## config.mk

```make
export PLATFORM = sky130hd
export DESIGN_NAME = rsi_reset_init
export DESIGN_NICKNAME = d
export VERILOG_FILES = /design/src/rsi_pkg.sv /design/src/rsi_reset_init.sv
export SDC_FILE = /design/constraint.sdc
export NUM_CORES = 1
export LEC_CHECK = 0
export ABC_CLOCK_PERIOD_IN_PS = 2600
export BUFFER_PORTS_ARGS = -buffer_cell sky130_fd_sc_hd__buf_2
export CAP_MARGIN = 30
export CORE_MARGIN = 1.5
export CORE_UTILIZATION = 40
export CTS_CLUSTER_DIAMETER = 150
export CTS_CLUSTER_SIZE = 40
export DETAILED_ROUTE_END_ITERATION = 8
export PLACE_DENSITY = 0.76
export SLEW_MARGIN = 20
export SYNTH_ARGS = -nofsm -noshare
export SYNTH_HDL_FRONTEND = slang
export SYNTH_SLANG_ARGS = --single-unit
```

## constraint.sdc

```tcl
create_clock -name clk_sys -period 2.6 [get_ports clk_sys]
set_input_delay 0.39 -clock clk_sys [delete_from_list [all_inputs] [get_ports clk_sys]]
set_output_delay 0.39 -clock clk_sys [all_outputs]
set_load 0.05 [all_outputs]
```

## src/rsi_pkg.sv

```systemverilog
// What this block does
// - The watchdog expiry flag and power-down entered flag are kept here, set by sleep/idle entry and the watchdog, and changed per reset type.
// - A power-on reset clears both flags to 0.
// - A low-supply reset in fast or slow mode leaves both flags unchanged.
// - A watchdog reset in fast or slow mode sets the expiry flag to 1 and leaves the power-down flag unchanged.
// - A watchdog reset in idle or sleep mode sets both flags to 1.
// - After power-on reset every interrupt source is disabled until software enables it.
// - After power-on reset the watchdog and time base counters are cleared and the watchdog then starts counting.
// - After power-on reset all timer modules are switched off.
// - After power-on reset every I/O pin is an input.
// - After power-on reset the stack pointer points at the top of the stack.
// - The program counter is loaded with 0000H after power-on, low-supply and watchdog resets.
// - A watchdog reset in sleep or idle clears program counter and stack pointer and leaves other state alone.
// - The low-supply reset fires only after the low condition outlasts its qualification time and is off in sleep and idle.
package rsi_pkg;
  localparam int          PC_W          = 13;
  localparam int          SP_W          = 4;
  localparam logic [12:0] PC_RESET      = 13'h0000;
  localparam logic [3:0]  SP_TOP        = 4'hF;
  localparam logic [3:0]  SP_CLEAR      = 4'h0;
  localparam int          SUPPLY_QUAL_NS  = 1000;
  localparam int          CLK_PERIOD_NS   = 40;
  // Least time, rounded up
  localparam int          SUPPLY_QUAL_CYC = (SUPPLY_QUAL_NS + CLK_PERIOD_NS - 1) / CLK_PERIOD_NS;
  localparam int          QUAL_W        = 8;
endpackage : rsi_pkg

```

## src/rsi_reset_init.sv

```systemverilog
`timescale 1ns/1ps
module rsi_reset_init (
  // Clock and power-on reset
  input  wire logic                      clk_sys,
  input  wire logic                      nrst,
  input  wire logic                      clk_en,
  // Reset sources and power mode
  input  wire logic                      low_supply,
  input  wire logic                      watchdog_timeout,
  input  wire logic                      low_power_mode,
  input  wire logic                      powerdown_enter,
  input  wire logic                      clear_watchdog,
  // Reset state
  output logic                           core_reset_q,
  output logic                           watchdog_expiry_flag_q,
  output logic                           powerdown_entered_flag_q,
  output logic [rsi_pkg::PC_W-1:0]       pc_load_q,
  output logic [rsi_pkg::SP_W-1:0]       sp_load_q,
  output logic                           state_load_q,
  output logic                           full_init_q,
  output logic                           low_supply_reset_q,
  output logic                           watchdog_clear_q
);
  // Which reset, if any, this cycle starts; one-hot so each output block tests its own case
  typedef enum logic [4:0] {
    RSI_CAUSE_NONE      = 5'h01,
    RSI_CAUSE_RELEASE   = 5'h02,
    RSI_CAUSE_DOG_RUN   = 5'h04,
    RSI_CAUSE_DOG_SLEEP = 5'h08,
    RSI_CAUSE_SUPPLY    = 5'h10
  } rsi_cause_e;

  logic [rsi_pkg::QUAL_W-1:0] qual_q;
  logic                       supply_fire;
  logic                       run_q;
  rsi_cause_e                 cause;

  // Low supply must persist the qualification time; disabled in low power
  assign supply_fire = low_supply && !low_power_mode
                       && (qual_q >= rsi_pkg::QUAL_W'(rsi_pkg::SUPPLY_QUAL_CYC - 1));

  // The count restarts on any drop, so a dip shorter than the window never accumulates
  always_ff @(posedge clk_sys or negedge nrst) begin
    if (!nrst) begin
      qual_q <= '0;
    end else if (clk_en) begin
      if (!low_supply || low_power_mode || supply_fire) begin
        qual_q <= '0;
      end else begin
        qual_q <= qual_q + 1'b1;
      end
    end
  end

  // Priority: watchdog, then qualified low supply; the first cycle after release is the power-on start
  always_comb begin
    cause = RSI_CAUSE_NONE;
    if (!run_q) begin
      cause = RSI_CAUSE_RELEASE;
    end else if (watchdog_timeout && low_power_mode) begin
      cause = RSI_CAUSE_DOG_SLEEP;
    end else if (watchdog_timeout) begin
      cause = RSI_CAUSE_DOG_RUN;
    end else if (supply_fire) begin
      cause = RSI_CAUSE_SUPPLY;
    end
  end

  // Marks the first enabled edge after power-on release
  always_ff @(posedge clk_sys or negedge nrst) begin
    if (!nrst) begin
      run_q <= 1'b0;
    end else if (clk_en) begin
      run_q <= 1'b1;
    end
  end

  // Expiry flag: power-on clears, watchdog sets, sleep entry and watchdog clear reset it
  always_ff @(posedge clk_sys or negedge nrst) begin
    if (!nrst) begin
      watchdog_expiry_flag_q <= 1'b0;
    end else if (clk_en) begin
      if (watchdog_timeout) begin
        watchdog_expiry_flag_q <= 1'b1;
      end else if (supply_fire) begin
        watchdog_expiry_flag_q <= watchdog_expiry_flag_q;
      end else if (powerdown_enter || clear_watchdog) begin
        watchdog_expiry_flag_q <= 1'b0;
      end
    end
  end

  // Power-down flag: a set from the watchdog or sleep entry wins over a clear in the same cycle
  always_ff @(posedge clk_sys or negedge nrst) begin
    if (!nrst) begin
      powerdown_entered_flag_q <= 1'b0;
    end else if (clk_en) begin
      if (watchdog_timeout) begin
        if (low_power_mode) begin
          powerdown_entered_flag_q <= 1'b1;
        end else begin
          powerdown_entered_flag_q <= powerdown_entered_flag_q;
        end
      end else if (supply_fire) begin
        powerdown_entered_flag_q <= powerdown_entered_flag_q;
      end else if (powerdown_enter) begin
        powerdown_entered_flag_q <= 1'b1;
      end else if (clear_watchdog) begin
        powerdown_entered_flag_q <= 1'b0;
      end
    end
  end

  // One-cycle reset pulse to the core for each source; a level while nrst is low
  always_ff @(posedge clk_sys or negedge nrst) begin
    if (!nrst) begin
      core_reset_q <= 1'b1;
    end else if (clk_en) begin
      unique case (cause)
        RSI_CAUSE_NONE,
        RSI_CAUSE_RELEASE: begin
          core_reset_q <= 1'b0;
        end
        RSI_CAUSE_DOG_RUN,
        RSI_CAUSE_DOG_SLEEP,
        RSI_CAUSE_SUPPLY: begin
          core_reset_q <= 1'b1;
        end
      endcase
    end
  end

  // Core loads pc and sp on release and on every source reset
  always_ff @(posedge clk_sys or negedge nrst) begin
    if (!nrst) begin
      state_load_q <= 1'b0;
    end else if (clk_en) begin
      unique case (cause)
        RSI_CAUSE_NONE: begin
          state_load_q <= 1'b0;
        end
        RSI_CAUSE_RELEASE,
        RSI_CAUSE_DOG_RUN,
        RSI_CAUSE_DOG_SLEEP,
        RSI_CAUSE_SUPPLY: begin
          state_load_q <= 1'b1;
        end
      endcase
    end
  end

  // Full init turns interrupts and timers off and ports to inputs; the sleep watchdog skips it
  always_ff @(posedge clk_sys or negedge nrst) begin
    if (!nrst) begin
      full_init_q <= 1'b1;
    end else if (clk_en) begin
      unique case (cause)
        RSI_CAUSE_NONE,
        RSI_CAUSE_RELEASE: begin
          full_init_q <= 1'b0;
        end
        RSI_CAUSE_DOG_SLEEP: begin
          full_init_q <= 1'b0; // Other state kept
        end
        RSI_CAUSE_DOG_RUN,
        RSI_CAUSE_SUPPLY: begin
          full_init_q <= 1'b1;
        end
      endcase
    end
  end

  // Every reset type starts execution at the same address
  always_ff @(posedge clk_sys or negedge nrst) begin
    if (!nrst) begin
      pc_load_q <= rsi_pkg::PC_RESET;
    end else if (clk_en) begin
      unique case (cause)
        RSI_CAUSE_NONE,
        RSI_CAUSE_RELEASE: begin
          pc_load_q <= pc_load_q;
        end
        RSI_CAUSE_DOG_RUN,
        RSI_CAUSE_DOG_SLEEP,
        RSI_CAUSE_SUPPLY: begin
          pc_load_q <= rsi_pkg::PC_RESET;
        end
      endcase
    end
  end

  // Stack pointer: top of stack, except cleared by the sleep watchdog
  always_ff @(posedge clk_sys or negedge nrst) begin
    if (!nrst) begin
      sp_load_q <= rsi_pkg::SP_TOP;
    end else if (clk_en) begin
      unique case (cause)
        RSI_CAUSE_NONE,
        RSI_CAUSE_RELEASE: begin
          sp_load_q <= sp_load_q;
        end
        RSI_CAUSE_DOG_SLEEP: begin
          sp_load_q <= rsi_pkg::SP_CLEAR;
        end
        RSI_CAUSE_DOG_RUN,
        RSI_CAUSE_SUPPLY: begin
          sp_load_q <= rsi_pkg::SP_TOP;
        end
      endcase
    end
  end

  // Reports only a low-supply reset that took effect; a watchdog in the same cycle wins
  always_ff @(posedge clk_sys or negedge nrst) begin
    if (!nrst) begin
      low_supply_reset_q <= 1'b0;
    end else if (clk_en) begin
      low_supply_reset_q <= (cause == RSI_CAUSE_SUPPLY);
    end
  end

  // Watchdog and time bases held clear through reset and the release edge, then counting starts
  always_ff @(posedge clk_sys or negedge nrst) begin
    if (!nrst) begin
      watchdog_clear_q <= 1'b1;
    end else if (clk_en) begin
      watchdog_clear_q <= !run_q;
    end
  end
endmodule : rsi_reset_init

```

# Word-level counts from Yosys, hierarchy flattened
# Index checks and enable logic that the tools add are counted.
classes:
  n_reduce_logical: 19
  bitwise: 1
  n_addsub: 1
  mux: 18
  n_eq_ne: 7
  magnitude_cmp: 1
op_table:
  columns: ["operator", "n"]
  rows:
  - ["two-way mux 5 bit", 4]
  - ["two-way mux 13 bit", 1]
  - ["adder 8 x 1 -> 8 bit, second input constant", 1]
  - ["greater-or-equal comparator 8 x 5 -> 1 bit, second input constant", 1]
  - ["two-way mux 1 bit", 8]
  - ["two-way mux 8 bit", 1]
  - ["one-hot mux 4 bit (2 select lines)", 1]
  - ["one-hot mux 1 bit (2 select lines)", 3]
  - ["OR reduction 3 bit", 2]
  - ["equality test 5 x 1 -> 1 bit, second input constant", 1]
  - ["equality test 5 x 2 -> 1 bit, second input constant", 1]
  - ["equality test 5 x 3 -> 1 bit, second input constant", 1]
  - ["equality test 5 x 4 -> 1 bit, second input constant", 1]
  - ["equality test 5 bit, second input constant", 1]
  - ["AND reduction 4 bit", 1]
  - ["OR reduction 2 bit", 2]
  - ["OR reduction 4 bit", 1]
  - ["logical AND 1 bit", 3]
  - ["zero test 1 bit", 3]
  - ["logical OR 1 bit", 3]
  - ["AND reduction 3 bit", 1]
  - ["nonzero test 3 bit", 1]
  - ["!= test 2 x 1 -> 1 bit, second input constant", 1]
  - ["!= test 2 bit, second input constant", 1]
  - ["3 further kinds", 3]
word_totals:
  input_bits: 8
  register_bits: 33

# Depth between registers and ports, before layout
depth:
  ltp_word: 11
  depth_mapped: 5
  ltp_nobuf: 4

# Worst setup path after synthesis
# Ideal clock, no wire load.
synth_path:
  path_kind: "flip-flop to output port"
  start: "register, netlist name sp_load_q[2]"
  end: "output port sp_load_q[1] (netlist bit)"
  setup_slack_ps: 1261
  path_stages_with_launch: 2
  arrival_time_ps: 949
  required_time_ps: 2210
  path_cell_list: "dfstp_2 buf_4"
synth_rtl:
  columns: ["element", "line", "rtl"]
  rows:
  - ["to (decl)", "rsi_reset_init.sv:18", "output logic [rsi_pkg::SP_W-1:0] sp_load_q,"]

==> results.md <==
* Status: completed
* # IOs at 32
* VDD IR max at ~0.26 mV
* Average routed wire per standard cell at 11.9 µm
* Hold buffers post-CTS at 0
* Fin crit share at 0.581
* HP Class: in -> async
* Fmax at 0.662 GHz
* Vias per cell at 4.86
* Commonest non-fill, non-tap cell in the layout: buf_2
* Via count at 681
* DPL Wire Length at 1250 µm
* Tmin final at 1.51 ns
* Leakage power at 0.477 nW
* CTS tree: yes
* Post-CTS Setup Inserts at 0
* FFs w/ async S/R, synth at 1.00
* Clock transition at path regs at 0.10 ns
* Yosys warns at 0
* Die H at approximately 52 µm
* Worst-path maximum fanout at 5
* Critical Path RT at about 2.2 ns
* Overall Global Routing Usage at 0.140
* Final Net Count at 123
* Synth cell types at 32
* Top_reg_cell synth: dfrtp_1
* Final setup TNS at 0 ns
* Max cap viols at 0
* Routed Antenna Nets at 0
* Max incr delay on CP at 0.57 ns
* WS Path Type: reg -> out
* Critical Path Start Type: flip-flop
* Reg2reg path depth at 4
* CP max stage cell: dfstp_2
* Post-synthesis sequential area ratio at 0.453
* Antenna violations before repair at 0
* GP Congestion at 0.808
* Worst Path Arrival at 1.12 ns
* Post_cts resized at 0
* CTS root buf: clkbuf_4
* Drt pass-1 iters at 4
* Pwr/cell area at 582 mW/mm²
* Critical path endpoint category: primary output
* Fin. Hold Viols at 0
* CTS sink count at 17
* Number of flops mapped to enable cells by yosys at 0
* Final Non-Filler Cells at 140
* Clk_lat worst skew at 0.29 ns
* CP Buf/Inv Count at 1
* Slew Viols, Final at 0
* Setup Viol. Count Final at 0
* Cells along the critical path: buf_2
* Grt ovf at 0
* Chip width at 51.7 µm
* First-pass GRT wire length at 2720 µm
* Routed WL at around 1700 µm
* Vias in the first global route at 621
* WHS at between 0.004 and 0.005 ns
* Commonest non-fill, non-tap cells in the layout: buf_2 (18), conb_1 (13), dfrtp_1 (13), inv_1 (7)
* CTS buffer count at 3
* Layout cells sized above 1 at 0.241
* Core Area at 0.00223 mm²
* N_diodes at 0
* Largest net degree at the start of global routing at 28
* Unrepaired setup endpoints after global routing: no
* DR iter-0 viols at 8
* Port buffer count at 18
* Syn_area_per_cell at a little under 10 µm²
* Cell Area, Synth at around 950 µm²
* Critical Path Stages at 1
* Worst Skew at 0.00887 ns
* Placed insts at 136
* Syn-to-layout area delta at 6.85%
* Site Rows at 17
* Number of synthesized register bits at 17
* Drc violations at 0
* Clk buf depth at 2
* Final Util at 0.454
* Critical path's top delay family: flip-flops
* Die ar. at 0.00268 mm²
* Initial Utilization at 0.425
* # H-tree levels at 1
* Cells after Synth at 97
report_power, final:
| group | leakage (nW) | internal [mW] | switching [mW] |
|---|---|---|---|
| Clock | 0.0150 | 0.0595 | 0.0807 |
| Sequential | 0.209 | 0.280 | 0.00885 |
| Combinational | 0.254 | 0.0285 | 0.132 |
cell usage after synthesis, types with 3 or more instances:
master / instances / area share
a21oi_1: 4 / 0.021
o21ai_0: 3 / 0.016
dfrtp_1: 13 / 0.34
nor2b_1: 3 / 0.020
nor2_1: 5 / 0.020
nand2_1: 4 / 0.016
clkbuf_1: 3 / 0.012
inv_1: 7 / 0.028
nand3_1: 5 / 0.026
o22ai_1: 3 / 0.020
buf_4: 16 / 0.13
dfstp_2: 4 / 0.11
cells by family after synthesis:
family | after synthesis | share of synthesized area
other cells | 1 | 0.00395
mux | 2 | 0.0211
compound gates | 20 | 0.159
simple gates | 28 | 0.161
flops | 17 | 0.453
buf+inv | 26 | 0.166
fa+ha+maj | 2 | 0.0263
xor+xnor | 1 | 0.00922
flip-flops by register name, summed over array words and instances (netlist names):
signal                    count
core_reset_q                  1
full_init_q                   1
low_supply_reset_q            1
powerdown_entered_flag_q      1
qual_q                        8
run_q                         1
sp_load_q                     1
state_load_q                  1
watchdog_clear_q              1
watchdog_expiry_flag_q        1
final cells by class:
class,instances,area (µm²)
multi-input combinational,66,407
clock buffer,4,26.3
inverter,7,26.3
sequential,17,430
timing repair buffer,18,90.1
fill,217,1220
tap,28,35.0
metrics by stage:
step / total power, mW / area [µm²] / setup slack, ns
floorplan: 0.446 / 995 / 1.26
detailed placement: 0.457 / 988 / 1.14
finish: 0.590 / 1010 / 1.09
global placement: 0.453 / 988 / 1.21
global route: 0.620 / 1010 / 1.01
CTS: 0.593 / 1010 / 1.08
routing by layer:
layer / vias up / part of all wire / GRT usage
met2: 23 / 0.45 / 0.220
met5: - / 0 / 0
met1: 316 / 0.47 / 0.179
li1: 338 / - / -
met3: 4 / 0.051 / 0.0259
met4: 0 / 0.023 / 0.0833
worst paths after layout:
check | slack [ns] | to | start
setup / recovery | 1.09 | sp_load_q[3] | sp_load_q[2]
hold reg to reg | 0.48 | core_reset_q | core_reset_q
min in group clk_sys | 0.29 | full_init_q | low_power_mode
max in group asynchronous | 2.27 | watchdog_clear_q | nrst
setup reg to reg | 1.15 | qual_q[2] | qual_q[3]
hold / removal | 0.005 | watchdog_expiry_flag_q | nrst
worst register-to-register path: stages (launching register included):
cell and delay [ns]:
dfrtp_1 0.47, a2111oi_4 0.41, nand2_1 0.20, o21ai_0 0.19, a21o_1 0.13
(Power assumes the default switching activity.)
